$ cat config.mk
export PLATFORM = sky130hd
export DESIGN_NAME = omx_mixer
export DESIGN_NICKNAME = d
export VERILOG_FILES = /design/src/core/omx_pkg.sv /design/src/core/omx_fifo.sv /design/src/core/omx_fmt.sv /design/src/core/omx_mixer.sv
export VERILOG_INCLUDE_DIRS = /design/src /design/src/core
export SDC_FILE = /design/constraint.sdc
export NUM_CORES = 1
export LEC_CHECK = 0
export BUFFER_PORTS_ARGS = -buffer_cell sky130_fd_sc_hd__buf_2
export CORE_UTILIZATION = 45
export CTS_CLUSTER_DIAMETER = 100
export CTS_CLUSTER_SIZE = 25
export DETAILED_ROUTE_END_ITERATION = 8
export GPL_TIMING_DRIVEN = 0
export PLACE_DENSITY_LB_ADDON = 0.2
export SETUP_SLACK_MARGIN = 0.4
export SLEW_MARGIN = 0
export SYNTH_ARGS = -nofsm -noshare
export SYNTH_HDL_FRONTEND = slang
export SYNTH_SLANG_ARGS = --single-unit
$ cat constraint.sdc
create_clock -name clk -period 4.88 [get_ports clk]
set_input_delay 0.488 -clock clk [delete_from_list [all_inputs] [get_ports clk]]
set_output_delay 0.488 -clock clk [all_outputs]
set_load 0.01 [all_outputs]
$ cat src/core/omx_params.svh
`ifndef OMX_PARAMS_SVH
`define OMX_PARAMS_SVH

// register offsets on the index/data register port
`define OMX_OFF_OUT_CTRL 8'h08
`define OMX_OFF_EFFECT 8'h14
`define OMX_OFF_COLOR_BASE 8'h15
`define OMX_OFF_COLOR_LAST 8'h1D
`define OMX_OFF_STATUS 8'h30

// field positions
`define OMX_FMT_BIT 7
`define OMX_FX_LSB 0
`define OMX_FX_MSB 1

// reset values
`define OMX_RST_OUT_CTRL 8'h00
`define OMX_RST_EFFECT 8'h00
`define OMX_RST_COLOR 8'h00

// sizing
`define OMX_COLOR_BYTES 9
`define OMX_FIFO_DEPTH 32

`endif

$ cat src/core/omx_pkg.sv
package omx_pkg;

  // how an active overlay code treats the source pixel
  typedef enum logic [1:0] {
    OMX_FX_REPLACE = 2'b00,
    OMX_FX_AND = 2'b01,
    OMX_FX_OR = 2'b10,
    OMX_FX_XOR = 2'b11
  } omx_effect_e;

  // digital pixel bus format
  typedef enum logic {
    OMX_FMT_RGB565 = 1'b0,
    OMX_FMT_YUV422 = 1'b1
  } omx_format_e;

  // source pixel: full 8-bit rgb plus the matching yuv422 sample
  typedef struct packed {
    logic [7:0] red;
    logic [7:0] green;
    logic [7:0] blue;
    logic [7:0] luma;
    logic [7:0] chroma;
    logic chroma_is_v;
  } omx_src_s;

  // word held in the output fifo
  typedef struct packed {
    logic [7:0] red;
    logic [7:0] green;
    logic [7:0] blue;
    logic [7:0] luma;
    logic [7:0] chroma;
    logic chroma_is_v;
    omx_format_e fmt;
  } omx_pix_s;

endpackage

$ cat src/core/omx_fifo.sv
module omx_fifo import omx_pkg::*; #(
  parameter int WIDTH = 42,
  parameter int DEPTH = 32
) (
  input wire logic clk,
  input wire logic sys_rst,
  input wire logic in_valid,
  output logic in_ready,
  input wire logic [WIDTH-1:0] in_data,
  output logic out_valid,
  input wire logic out_ready,
  output logic [WIDTH-1:0] out_data,
  output logic [$clog2(DEPTH):0] level
);
  localparam int AW = $clog2(DEPTH);

  logic [WIDTH-1:0] mem [DEPTH];
  logic [AW:0] wr_ptr;
  logic [AW:0] rd_ptr;
  logic [AW:0] next_wr_ptr;
  logic [AW:0] next_rd_ptr;
  logic push;
  logic pop;

  // extra pointer bit tells full from empty without a separate counter
  assign level = wr_ptr - rd_ptr;
  assign in_ready = (level != (AW+1)'(DEPTH));
  assign out_valid = (level != '0);
  assign out_data = mem[rd_ptr[AW-1:0]];
  assign push = in_valid && in_ready;
  assign pop = out_valid && out_ready;

  // pointer advance
  always_comb begin
    next_wr_ptr = push ? wr_ptr + 1'b1 : wr_ptr;
    next_rd_ptr = pop ? rd_ptr + 1'b1 : rd_ptr;
  end

  always_ff @(posedge clk) begin
    if (sys_rst) begin
      wr_ptr <= '0;
      rd_ptr <= '0;
    end else begin
      wr_ptr <= next_wr_ptr;
      rd_ptr <= next_rd_ptr;
    end
  end

  // storage needs no reset; only valid slots are ever read out
  always_ff @(posedge clk) begin
    if (push) begin
      mem[wr_ptr[AW-1:0]] <= in_data;
    end
  end

endmodule // omx_fifo

$ cat src/core/omx_fmt.sv
module omx_fmt import omx_pkg::*; (
  input wire logic clk,
  input wire logic sys_rst,
  input wire logic in_valid,
  output logic in_ready,
  input wire omx_pix_s in_pix,
  output logic out_valid,
  input wire logic out_ready,
  output logic [15:0] out_data,
  output logic out_chroma_v
);
  logic next_valid;
  logic [15:0] next_data;
  logic next_chroma_v;
  logic take;

  // lane packing for the 16-bit digital bus
  function automatic logic [15:0] omx_pack(input omx_pix_s p);
    if (p.fmt == OMX_FMT_YUV422) begin
      omx_pack = {p.chroma, p.luma};
    end else begin
      omx_pack = {p.green[4:2], p.blue[7:3], p.red[7:3], p.green[7:5]};
    end
  endfunction

  // one output slot; it may refill in the cycle it is drained
  assign in_ready = !out_valid || out_ready;
  assign take = in_valid && in_ready;

  always_comb begin
    next_valid = out_valid;
    next_data = out_data;
    next_chroma_v = out_chroma_v;
    if (take) begin
      next_valid = 1'b1;
      next_data = omx_pack(in_pix);
      next_chroma_v = in_pix.chroma_is_v;
    end else if (out_ready) begin
      next_valid = 1'b0;
    end
  end

  always_ff @(posedge clk) begin
    if (sys_rst) begin
      out_valid <= 1'b0;
      out_data <= 16'h0000;
      out_chroma_v <= 1'b0;
    end else begin
      out_valid <= next_valid;
      out_data <= next_data;
      out_chroma_v <= next_chroma_v;
    end
  end
endmodule // omx_fmt

$ cat src/core/omx_mixer.sv
// Overview of operation
// - overlay code 00 passes the source pixel through unchanged.
// - codes 01, 10, 11 select overlay colour one, two, three for the pixel.
// - three host-written 24-bit colours live in registers 15h to 1Dh.
// - register 14h picks replace, AND, OR or XOR against the source.
// - XOR with an all-ones colour inverts every source colour bit.
// - overlay acts on the rgb output and never touches the yuv output.
// - a 16-bit digital pixel bus carries RGB565 or YUV422.
// - in yuv mode lines 7..0 carry luma, lines 15..8 alternating chroma.
// - rgb565 lanes: 7..3 red, 2..0 green high, 15..13 green low, 12..8 blue.
// - bit 7 of register 08h selects yuv422 when set, rgb565 when clear.
// - yuv output bypasses overlay, bitmap, lookup table and cropping.
// - rgb output bypasses lookup table and cropping but keeps overlay.
`include "omx_params.svh"

module omx_mixer import omx_pkg::*; #(
  parameter int FIFO_DEPTH = `OMX_FIFO_DEPTH
) (
  input wire logic clk,
  input wire logic sys_rst,
  input wire logic reg_wr,
  input wire logic reg_rd,
  input wire logic [7:0] reg_addr,
  input wire logic [7:0] reg_wdata,
  output logic [7:0] reg_rdata,
  input wire logic src_valid,
  output logic src_ready,
  input wire omx_src_s src_pixel,
  input wire logic overlay_select_hi,
  input wire logic overlay_select_lo,
  output logic pixel_out_valid,
  input wire logic pixel_out_ready,
  output logic [15:0] pixel_out,
  output logic pixel_out_chroma_v,
  output logic digital_format_select
);
  localparam int PIXW = $bits(omx_pix_s);
  localparam int LW = $clog2(FIFO_DEPTH) + 1;

  logic [7:0] out_ctrl;
  logic [7:0] effect_sel;
  logic [7:0] color [`OMX_COLOR_BYTES];
  logic [1:0] last_code;
  logic [7:0] next_out_ctrl;
  logic [7:0] next_effect_sel;
  logic [7:0] next_color [`OMX_COLOR_BYTES];
  logic [1:0] next_last_code;
  logic [7:0] next_reg_rdata;

  logic [1:0] ovl_code;
  omx_effect_e effect;
  logic [23:0] sel_color;
  omx_pix_s fifo_in;
  omx_pix_s fifo_out;
  logic [PIXW-1:0] fifo_out_bits;
  logic fifo_in_ready;
  logic fifo_out_valid;
  logic fifo_out_ready;
  logic [LW-1:0] fifo_level;
  logic push;

  // true when an index falls in the overlay colour byte range
  function automatic logic omx_is_color(input logic [7:0] addr);
    omx_is_color = (addr >= `OMX_OFF_COLOR_BASE) && (addr <= `OMX_OFF_COLOR_LAST);
  endfunction

  // byte position inside the colour table
  function automatic logic [3:0] omx_color_idx(input logic [7:0] addr);
    omx_color_idx = 4'(addr - `OMX_OFF_COLOR_BASE);
  endfunction

  // one channel of the overlay effect, always at full 8 bits
  function automatic logic [7:0] omx_apply(input omx_effect_e fx, input logic [7:0] src,
                                           input logic [7:0] ovl);
    case (fx)
      OMX_FX_REPLACE: omx_apply = ovl;
      OMX_FX_AND: omx_apply = src & ovl;
      OMX_FX_OR: omx_apply = src | ovl;
      OMX_FX_XOR: omx_apply = src ^ ovl;
      default: omx_apply = ovl;
    endcase
  endfunction

  // the pins come from logic on this same pixel clock, so no synchroniser:
  // a sync stage would slide the overlay off its pixel
  assign ovl_code = {overlay_select_hi, overlay_select_lo};
  assign effect = omx_effect_e'(effect_sel[`OMX_FX_MSB:`OMX_FX_LSB]);
  assign digital_format_select = out_ctrl[`OMX_FMT_BIT];
  assign push = src_valid && fifo_in_ready;
  assign src_ready = fifo_in_ready; // fifo back-pressure stalls the source

  // colour chosen by the pin code; bytes run red, green, blue per colour
  always_comb begin
    case (ovl_code)
      2'b01: sel_color = {color[0], color[1], color[2]};
      2'b10: sel_color = {color[3], color[4], color[5]};
      2'b11: sel_color = {color[6], color[7], color[8]};
      default: sel_color = 24'h00_0000;
    endcase
  end

  // mix stage: rgb gets the overlay, yuv samples are carried untouched
  always_comb begin
    fifo_in.luma = src_pixel.luma;
    fifo_in.chroma = src_pixel.chroma;
    fifo_in.chroma_is_v = src_pixel.chroma_is_v;
    fifo_in.fmt = omx_format_e'(out_ctrl[`OMX_FMT_BIT]);
    if (ovl_code == 2'b00) begin
      fifo_in.red = src_pixel.red;
      fifo_in.green = src_pixel.green;
      fifo_in.blue = src_pixel.blue;
    end else begin
      fifo_in.red = omx_apply(effect, src_pixel.red, sel_color[23:16]);
      fifo_in.green = omx_apply(effect, src_pixel.green, sel_color[15:8]);
      fifo_in.blue = omx_apply(effect, src_pixel.blue, sel_color[7:0]);
    end
  end

  // format is latched per pixel, so a register write never splits a word
  omx_fifo #(
    .WIDTH(PIXW),
    .DEPTH(FIFO_DEPTH)
  ) u_fifo (
    .clk(clk),
    .sys_rst(sys_rst),
    .in_valid(src_valid),
    .in_ready(fifo_in_ready),
    .in_data(fifo_in),
    .out_valid(fifo_out_valid),
    .out_ready(fifo_out_ready),
    .out_data(fifo_out_bits),
    .level(fifo_level)
  );

  assign fifo_out = omx_pix_s'(fifo_out_bits);

  // lane packing and the registered pixel bus
  omx_fmt u_fmt (
    .clk(clk),
    .sys_rst(sys_rst),
    .in_valid(fifo_out_valid),
    .in_ready(fifo_out_ready),
    .in_pix(fifo_out),
    .out_valid(pixel_out_valid),
    .out_ready(pixel_out_ready),
    .out_data(pixel_out),
    .out_chroma_v(pixel_out_chroma_v)
  );

  // register file next values; reads answer one cycle after the strobe
  always_comb begin
    next_out_ctrl = out_ctrl;
    next_effect_sel = effect_sel;
    next_color = color;
    next_last_code = push ? ovl_code : last_code;
    next_reg_rdata = reg_rdata;
    if (reg_wr) begin
      if (reg_addr == `OMX_OFF_OUT_CTRL) begin
        next_out_ctrl = reg_wdata;
      end else if (reg_addr == `OMX_OFF_EFFECT) begin
        next_effect_sel = reg_wdata;
      end else if (omx_is_color(reg_addr)) begin
        next_color[omx_color_idx(reg_addr)] = reg_wdata;
      end
    end
    if (reg_rd) begin
      if (reg_addr == `OMX_OFF_OUT_CTRL) begin
        next_reg_rdata = out_ctrl;
      end else if (reg_addr == `OMX_OFF_EFFECT) begin
        next_reg_rdata = effect_sel;
      end else if (omx_is_color(reg_addr)) begin
        next_reg_rdata = color[omx_color_idx(reg_addr)];
      end else if (reg_addr == `OMX_OFF_STATUS) begin
        next_reg_rdata = {last_code, 6'(fifo_level)};
      end else begin
        next_reg_rdata = 8'h00; // unmapped index reads zero
      end
    end
  end

  always_ff @(posedge clk) begin
    if (sys_rst) begin
      out_ctrl <= `OMX_RST_OUT_CTRL;
      effect_sel <= `OMX_RST_EFFECT;
      for (int i = 0; i < `OMX_COLOR_BYTES; i++) begin
        color[i] <= `OMX_RST_COLOR;
      end
      last_code <= 2'b00;
      reg_rdata <= 8'h00;
    end else begin
      out_ctrl <= next_out_ctrl;
      effect_sel <= next_effect_sel;
      color <= next_color;
      last_code <= next_last_code;
      reg_rdata <= next_reg_rdata;
    end
  end
endmodule // omx_mixer

# --- Word level (Yosys, flattened, before mapping) ---
# Memory sizes are Yosys's and may differ from the RTL's. A register that Yosys moved wholly into a read port is not among the register bits.
# Cells that the tools add are included.
classes:
  n_addsub: 4
  n_lt_le_gt_ge: 4
  n_eq_ne: 10
  n_mux: 22
  n_bitwise: 12
  reduce_logical: 13
ops:
  columns: ["operator", "count"]
  rows:
  - ["$pmux W8 S4", 3]
  - ["$bwmux W72", 1]
  - ["$pmux W24 S3", 1]
  - ["$mux W8", 7]
  - ["$bmux W8 S4", 1]
  - ["$demux W8 S4", 1]
  - ["$and A8 B8 Y8", 3]
  - ["$mux W24", 1]
  - ["$or A8 B8 Y8", 3]
  - ["$xor A8 B8 Y8", 3]
  - ["$mux W16", 1]
  - ["$add A6 B1 Y6 const B", 2]
  - ["$mux W5", 2]
  - ["$eq A2 B2 Y1 const B", 4]
  - ["$eq A8 B4 Y1 const B", 1]
  - ["$eq A8 B5 Y1 const B", 1]
  - ["$eq A8 B6 Y1 const B", 1]
  - ["$ge A8 B5 Y1 const B", 1]
  - ["$le A8 B5 Y1 const B", 1]
  - ["$ne A6 B6 Y1 const B", 1]
  - ["$reduce_bool A6 Y1", 1]
  - ["$sub A6 B6 Y6", 1]
  - ["$ge A5 B5 Y1 const B", 1]
  - ["$lt A5 B1 Y1 const B", 1]
  - ["other kinds (13)", 22]
word_totals:
  ff_bits: 128
  ram_bits: 1344
  input_bits: 65
  elab_cells: 84
  mem_count: 1
memory_table:
  columns: ["name", "depth", "word_bits", "read_ports", "rd_ports_with_merged_regs", "wr", "line", "source"]
  rows:
  - ["u_fifo.mem", 32, 42, 1, 1, 1, "omx_fifo.sv:17", "logic [WIDTH-1:0] mem [DEPTH];"]

# --- Longest topological paths before layout ---
# Gate-level depths: netlist of run 1.
logic_depth:
  depth_word: 8
  ltp_mapped: 13

# --- Cells and area by module ---
# A second synthesis of run 1 with hierarchy kept.
hier_totals:
  hier_cells: 2953
  hier_area_um2: 60036.3
modules_own_cells:
  columns: ["mod", "instances", "cells_each", "area_each_um2", "seq_area_each_um2"]
  rows:
  - ["omx_fifo", 1, 2074, 51964.8, 40699.0]
  - ["omx_mixer", 1, 796, 7175.6, 1961.9]
  - ["omx_fmt", 1, 83, 895.9, 360.3]

# --- Worst setup path after synthesis of run 1 ---
# OpenSTA, ideal clock, no wires.
synth_timing:
  path_kind: "register to register"
  startpoint: "register u_fifo.rd_ptr[1]"
  endpoint: "memory u_fifo.mem[27][0] (enable)"
  setup_ns: 0.429
  t_arrival_ns: 3.559
  t_required_ns: 4.451
  setup_slack_ns: 0.892
  stages_incl_launch_ff: 9
  n_path_buf: 0
  cell_sequence: "dfxtp_1 inv_1 ha_1 nor2b_1 o211a_1 or2_1 a311oi_4 o211ai_2 nor2b_1"
synth_between:
  elab_chain_len: 5
synth_lines:
  columns: ["element", "line", "source"]
  rows:
  - ["start: declaration", "omx_fifo.sv:19", "logic [AW:0] rd_ptr;"]
  - ["start signal: assignment", "omx_fifo.sv:45", "rd_ptr <= next_rd_ptr;"]
  - ["$sub A6 B6 Y6", "omx_fifo.sv:26", "assign level = wr_ptr - rd_ptr;"]
  - ["$ne A6 B6 Y1", "omx_fifo.sv:27", "assign in_ready = (level != (AW+1)'(DEPTH));"]
  - ["$logic_and A1 B1 Y1", "omx_fifo.sv:30", "assign push = in_valid && in_ready;"]
  - ["$mux W1", "omx_fifo.sv:51", "if (push) begin"]
  - ["$mux W1 (implied by the code)", "omx_fifo.sv:52", "mem[wr_ptr[AW-1:0]] <= in_data;"]
  - ["end: declaration", "omx_fifo.sv:17", null]
# No other way between the ends.

# --- Final worst setup path of run 1 ---
layout_timing:
  startpoint: "register u_fifo.rd_ptr[1]"
  endpoint: "memory u_fifo.mem[13][37] (enable)"
# The elaborated chain is that of the path after synthesis.

==> flow_metrics.env, run 1 <==
export IMPL_first_pass_iters=5
export IMPL_seq_area_um2=35300
export IMPL_crit_buf_inv=3
export IMPL_synth_nets=2663
export IMPL_post_cts_buffers=0
export IMPL_drt_wirelength_per_cell_um=31.2
export IMPL_cap_violations=0
export IMPL_clockBufferDepth=3
export IMPL_drc=0
export IMPL_status="finished clean"
export IMPL_core_area_um2=108000
export IMPL_ios=93
export IMPL_cp_cell_sequence="inv_1, ha_1, nor2b_1, o211a_1, or2_1, a311oi_4, nand2b_1, and2_1, buf_2, and3_2, buf_12"
export IMPL_cts_htree_levels=2
export IMPL_drt_iter0_markers=2753
export IMPL_r2r_start="u_fifo.rd_ptr[1]"
export IMPL_areaGrowthSynthToFinish_pct=9.78
export IMPL_final_layout_size_suffix_gt1_share_pct=23.5
export IMPL_yosysWarnings=0
export IMPL_num_rows=120
export IMPL_track_usage_pct=23.7
export IMPL_synth_edff_count=1088
export IMPL_cts_tree="yes"
export IMPL_required_ps=5260
export IMPL_grt_pass1_vias=26035
export IMPL_clock_sinks=1221
export IMPL_io_buffers=81
export IMPL_reg2reg_depth=11
export IMPL_pre_cts_ws_ps=445
export IMPL_power_density_nw_per_um2=413
export IMPL_worstSetupEndpoint="u_fifo.mem[13][37]"
export IMPL_synth_seq_area_share_pct=72.2
export IMPL_fin_crit_sh_pct=85.6
export IMPL_path_delay_family="simple AND/OR/NAND/NOR gates"
export IMPL_syn_area_per_cell_um2=19.2
export IMPL_slew_headroom_pct=15.7
export IMPL_clk_latency_ps=690
export IMPL_die_w_um=332
export IMPL_vdd_drop_max_mv=0.308
export IMPL_die_height_um=332
export IMPL_path_max_fanout=18
export IMPL_path_clk_slew_ps=100
export IMPL_root_buffer="clkbuf_16"
export IMPL_die_area_um2=110000
export IMPL_post_synth_inst_count=2550
export IMPL_synth_cell_types=60
export IMPL_cts_buffers=55
export IMPL_avgViaCountPerCell=6.16
export IMPL_reg2reg_slack_ps=700
export IMPL_drt_total_wl_mm=130
export IMPL_critPathLaunch="u_fifo.rd_ptr[1]"
export IMPL_cp_end_kind="flip-flop"
export IMPL_netlist_area_um2=49000
export IMPL_ys_flop_type="edfxtp_1"
export IMPL_initial_core_util_pct=45.5
export IMPL_worstHoldPathType="primary input to flip-flop"
export IMPL_postCtsHoldBufs=0
export IMPL_grt_start_max_net_pins=36
export IMPL_synthArstFlopShare_pct=0
export IMPL_finalPower_w=0.0222
export IMPL_antenna_found_initial=5
export IMPL_fin_crit_ps=4180
export IMPL_vias=25754
export IMPL_p_leak_nw=17.0
export IMPL_dp_cells=4078
export IMPL_cp_depth=11
export IMPL_ctsResizeCount=0
export IMPL_tightest_slew_ps=1260
export IMPL_max_stage_delay_ps=720
export IMPL_ant_nets=0
export IMPL_drv_slew=0
export IMPL_dp_hpwl_mm=87.2
export IMPL_overflow=0
export IMPL_r2r_end="u_fifo.mem[13][37]"
export IMPL_setup_viol_count_final=0
export IMPL_fin_nets=2845
export IMPL_crit_path_top_delay_cell="and3_2"
export IMPL_fill_cells=8646
export IMPL_grt_pass1_wl_mm=187
export IMPL_path_class="flip-flop to flip-flop"
export IMPL_worst_slack_ps=700
export IMPL_hold_viol=0
export IMPL_stdcell_count=4181
export IMPL_cp_data_arrival_time_ps=4560
export IMPL_rsz0062_at_grt="false"
export IMPL_multi_input_area_um2=12800
export IMPL_worst_clock_skew_ps=32.2
export IMPL_fmax_mhz=239
export IMPL_crit_path_start_kind="flip-flop"
export IMPL_gp_congestion=0.886
export IMPL_ys_ff_latch=1221
where the power goes:
| part | internal, W | leakage [nW] | switching (W) |
|---|---|---|---|
| Sequential | 0.0116 | 10.9 | 0.000105 |
| Clock | 0.00219 | 0.764 | 0.00324 |
| Combinational | 0.00223 | 5.32 | 0.00278 |
layout by cell type (no fill, tap or decap), types with 12 or more instances in the layout:
cell type	netlist	layout
clkbuf_1	70	112
and3_2	0	24
buf_2	37	118
clkbuf_16	0	55
edfxtp_1	1088	1088
or4_1	15	15
a21oi_1	79	71
dfxtp_1	133	133
inv_1	64	63
buf_4	23	23
nor2_1	117	117
nand2_1	92	92
buf_1	12	12
buf_12	0	33
mux2i_1	114	114
o22ai_1	74	74
ha_1	47	47
mux4_2	333	333
a22oi_1	12	12
nand3_1	54	54
cells in the mapped netlist (all sizes together), types with 8 or more instances:
library cell,number,area (um2)
buf,80,493
a21oi,80,404
ha,47,588
mux4,333,7500
a22o,8,70.1
mux2,9,101
o22ai,74,463
inv,64,240
nand2,92,345
or4,15,113
dfxtp,133,2660
a22oi,12,90.1
nand2b,11,68.8
clkbuf,70,263
mux2i,114,1140
and3,30,188
nand3,54,270
edfxtp,1088,32700
o21ai,21,109
nor2,117,439
nor2b,17,106
stage by stage:
stage / cell area [um2] / util [%] / setup TNS [ps] / hold WS, ps
finish: 53700 / 50.0 / 0 / 69.6
global route: 53700 / 50.0 / 0 / 42.0
CTS: 53700 / 50.0 / 0 / 29.8
detailed placement: 52100 / 48.5 / 0 / 447
global placement: 51100 / 47.5 / -623360 / 440
floorplan: 49000 / - / 0 / 433
final cells by class:
class,count,area share [%]
Buffer,150,1.41
Multi-Input combinational cell,1114,23.8
Sequential cell,1221,65.7
Inverter,65,0.454
Clock inverter,4,0.128
Clock buffer,98,2.88
Tap cell,1403,3.27
Timing Repair Buffer,125,2.29
Antenna cell,1,0.00466
cells by family after synthesis:
logic type,Yosys count,share of synthesized area (%)
AO/OA/AOI/OAI,230,2.94
XOR/XNOR,6,0.107
adder cells (fa/ha/maj),48,1.24
buffers and inverters,215,2.04
flip-flops,1221,72.2
multiplexers,456,17.9
AND/OR/NAND/NOR,374,3.63
flip-flops by register name (all words and copies together) (netlist names), named ones only:
register            cells
effect_sel              8
u_fifo.mem           1088
u_fmt.out_data         16
color                  72
last_code               2
u_fmt.out_chroma_v      1
u_fifo.wr_ptr           6
reg_rdata               8
u_fmt.out_valid         1
u_fifo.rd_ptr           6
out_ctrl                8
worst min-delay path, cell delays in order:
cell     delay [ps]
buf_2           110
nand3_1          60
a21oi_1          50
worst min path at each step:
stage / cells after the start / endpoint / start / slack (ps)
3_3_place_gp: 2 / color[18] / color[18] / 440
5_1_grt: 3 / color[9] / reg_wdata[1] / 40
6_report: 3 / color[9] / reg_wdata[1] / 70
3_5_place_dp: 2 / color[25] / color[25] / 450
4_1_cts: 3 / color[9] / reg_wdata[1] / 30
2_1_floorplan: 2 / color[24] / color[24] / 430
layer usage:
layer	up-vias	track usage [%]	part of all wire (%)
met4	2	4.74	2.0
met2	1053	39.1	49
met3	156	3.58	7.1
met1	13877	33.7	42
met5	-	0	0.0084
li1	10666	-	-
Note: power is estimated with default switching activity, not from simulation.
==> run 2: changes to the inputs <==
==> constraint.sdc (replaced) <==
create_clock -name clk -period 3.9 [get_ports clk]
set_input_delay 0.39 -clock clk [delete_from_list [all_inputs] [get_ports clk]]
set_output_delay 0.39 -clock clk [all_outputs]
set_load 0.01 [all_outputs]
==> flow_metrics.env, run 2 (synthesized netlist as in run 1, its figures left out) <==
export IMPL_fin_nets=2934
export IMPL_cp_end_kind="flip-flop"
export IMPL_slew_headroom_pct=-0.0114
export IMPL_worst_clock_skew_ps=51.0
export IMPL_grt_start_max_net_pins=36
export IMPL_worstHoldPathType="primary input to flip-flop"
export IMPL_drt_wirelength_per_cell_um=31.8
export IMPL_areaGrowthSynthToFinish_pct=13.0
export IMPL_cts_buffers=56
export IMPL_critPathLaunch="u_fifo.wr_ptr[4]"
export IMPL_core_area_um2=108000
export IMPL_hold_viol=0
export IMPL_drc=0
export IMPL_seq_area_um2=35300
export IMPL_io_buffers=81
export IMPL_fmax_mhz=286
export IMPL_rsz0062_at_grt="false"
export IMPL_cts_tree="yes"
export IMPL_vdd_drop_max_mv=0.364
export IMPL_fin_crit_sh_pct=89.6
export IMPL_fin_crit_ps=3490
export IMPL_multi_input_area_um2=13100
export IMPL_fill_cells=8579
export IMPL_hold_depth=4
export IMPL_drt_iter0_markers=3538
export IMPL_worstSetupEndpoint="u_fifo.mem[21][23]"
export IMPL_clockBufferDepth=3
export IMPL_reg2reg_depth=10
export IMPL_num_rows=120
export IMPL_vias=26353
export IMPL_dp_cells=4067
export IMPL_required_ps=4300
export IMPL_antenna_found_initial=3
export IMPL_reg2reg_slack_ps=410
export IMPL_r2r_end="u_fifo.mem[21][23]"
export IMPL_clk_latency_ps=720
export IMPL_overflow=0
export IMPL_mostFrequentLayoutCells="edfxtp_1, mux4_2, dfxtp_1"
export IMPL_whs_ps=29.5
export IMPL_dp_hpwl_mm=85.5
export IMPL_gp_congestion=0.862
export IMPL_largest_register_ffs=1088
export IMPL_power_density_nw_per_um2=507
export IMPL_final_common_cell="edfxtp_1"
export IMPL_die_w_um=332
export IMPL_p_leak_nw=17.7
export IMPL_cp_data_arrival_time_ps=3900
export IMPL_ant_nets=0
export IMPL_final_layout_size_suffix_gt1_share_pct=26.9
export IMPL_avgViaCountPerCell=6.17
export IMPL_path_class="flip-flop to flip-flop"
export IMPL_track_usage_pct=24.6
export IMPL_diodes=0
export IMPL_stdcell_count=4270
export IMPL_fin_setup_tns_ps=0
export IMPL_clock_sinks=1221
export IMPL_utilization_pct=51.4
export IMPL_cap_violations=1
export IMPL_failed_checks="max-capacitance violations, max-slew violations"
export IMPL_r2r_start="u_fifo.wr_ptr[4]"
export IMPL_initial_core_util_pct=45.5
export IMPL_path_clk_slew_ps=110
export IMPL_die_height_um=332
export IMPL_crit_path_start_kind="flip-flop"
export IMPL_drv_slew=1
export IMPL_drt_total_wl_mm=136
export IMPL_path_max_fanout=21
export IMPL_grt_pass1_wl_mm=193
export IMPL_status="finished, violations left"
export IMPL_tightest_slew_ps=1500
export IMPL_ios=93
export IMPL_setup_viol_count_final=0
export IMPL_grt_pass1_vias=26468
export IMPL_cts_htree_levels=2
export IMPL_die_area_um2=110000
export IMPL_root_buffer="clkbuf_16"
export IMPL_first_pass_iters=6
## run 2: cell types whose count changed in the layout (fill, tap and decap cells not counted), moves of 4 or more
cell | previous run | this run
and3_2 | 24 | 3
and3_4 | 0 | 34
buf_1 | 12 | 8
buf_12 | 33 | 70
buf_16 | 0 | 5
buf_4 | 23 | 49
clkbuf_1 | 112 | 92
clkbuf_2 | 0 | 18
dlygate4sd3_1 | 0 | 8
nor2_1 | 117 | 113
## run 2: routing by layer
layer	part of all wire [%]	vias to the layer above	track usage (%)
met2	48	1197	40.2
li1	-	10857	-
met1	41	14122	34.4
met3	7.7	175	3.75
met4	3.1	2	7.06
met5	0.0096	-	0
## run 2: stage by stage
stage                     power, W  setup WS [ps]  area, um2
final                       0.0280            406      55300
after detailed placement    0.0213           -688      51900
after global routing        0.0290            402      55300
after floorplan             0.0191          -88.2      49000
after global placement      0.0211          -2710      51100
after CTS                   0.0282            373      55100
## run 2: how the worst min path moves through the flow
stage / startpoint / endpoint / slack, ps
finish: pixel_out_ready / u_fmt.out_valid / 30
global route: pixel_out_ready / u_fmt.out_valid / 30
CTS: pixel_out_ready / u_fmt.out_valid / 9
detailed placement: color[26] / color[26] / 450
global placement: color[26] / color[26] / 440
floorplan: color[24] / color[24] / 430
## run 2: power breakdown
group / switching [W] / total, W / internal [W]
registers: 0.000132 / 0.0147 / 0.0146
clock network: 0.00409 / 0.00695 / 0.00286
logic: 0.00356 / 0.00641 / 0.00285
total: 0.00778 / 0.0280 / 0.0203
## run 2: final cells by class
type	count	area share [%]
well taps	1403	3.17
inverters	65	0.441
clock inverters	7	0.238
clock buffers	97	2.85
plain buffers	150	1.43
repair buffers	199	4.29
flip-flops and latches	1221	63.9
multi-input cells	1128	23.7
## run 2: timing repair
item | 4_1_cts | 5_1_grt
endpoints found under the hold margin | 8 | 0
pin swaps | 11 | 1
endpoints found under the setup margin | 1106 | 590
buffers inserted | 67 | 10
resized for setup | 57 | 33
hold buffers | 8 | 0
cloned | 13 | 1
## run 2: worst max-delay path, cell delays in order, from the launching register on
cell and delay (ps):
dfxtp_1 570, ha_1 380, and2_1 190, o21ai_0 160, o31ai_1 130, a311oi_4 340, nand2b_1 290, and2_2 270
buf_4 320, and3_4 280, buf_12 210
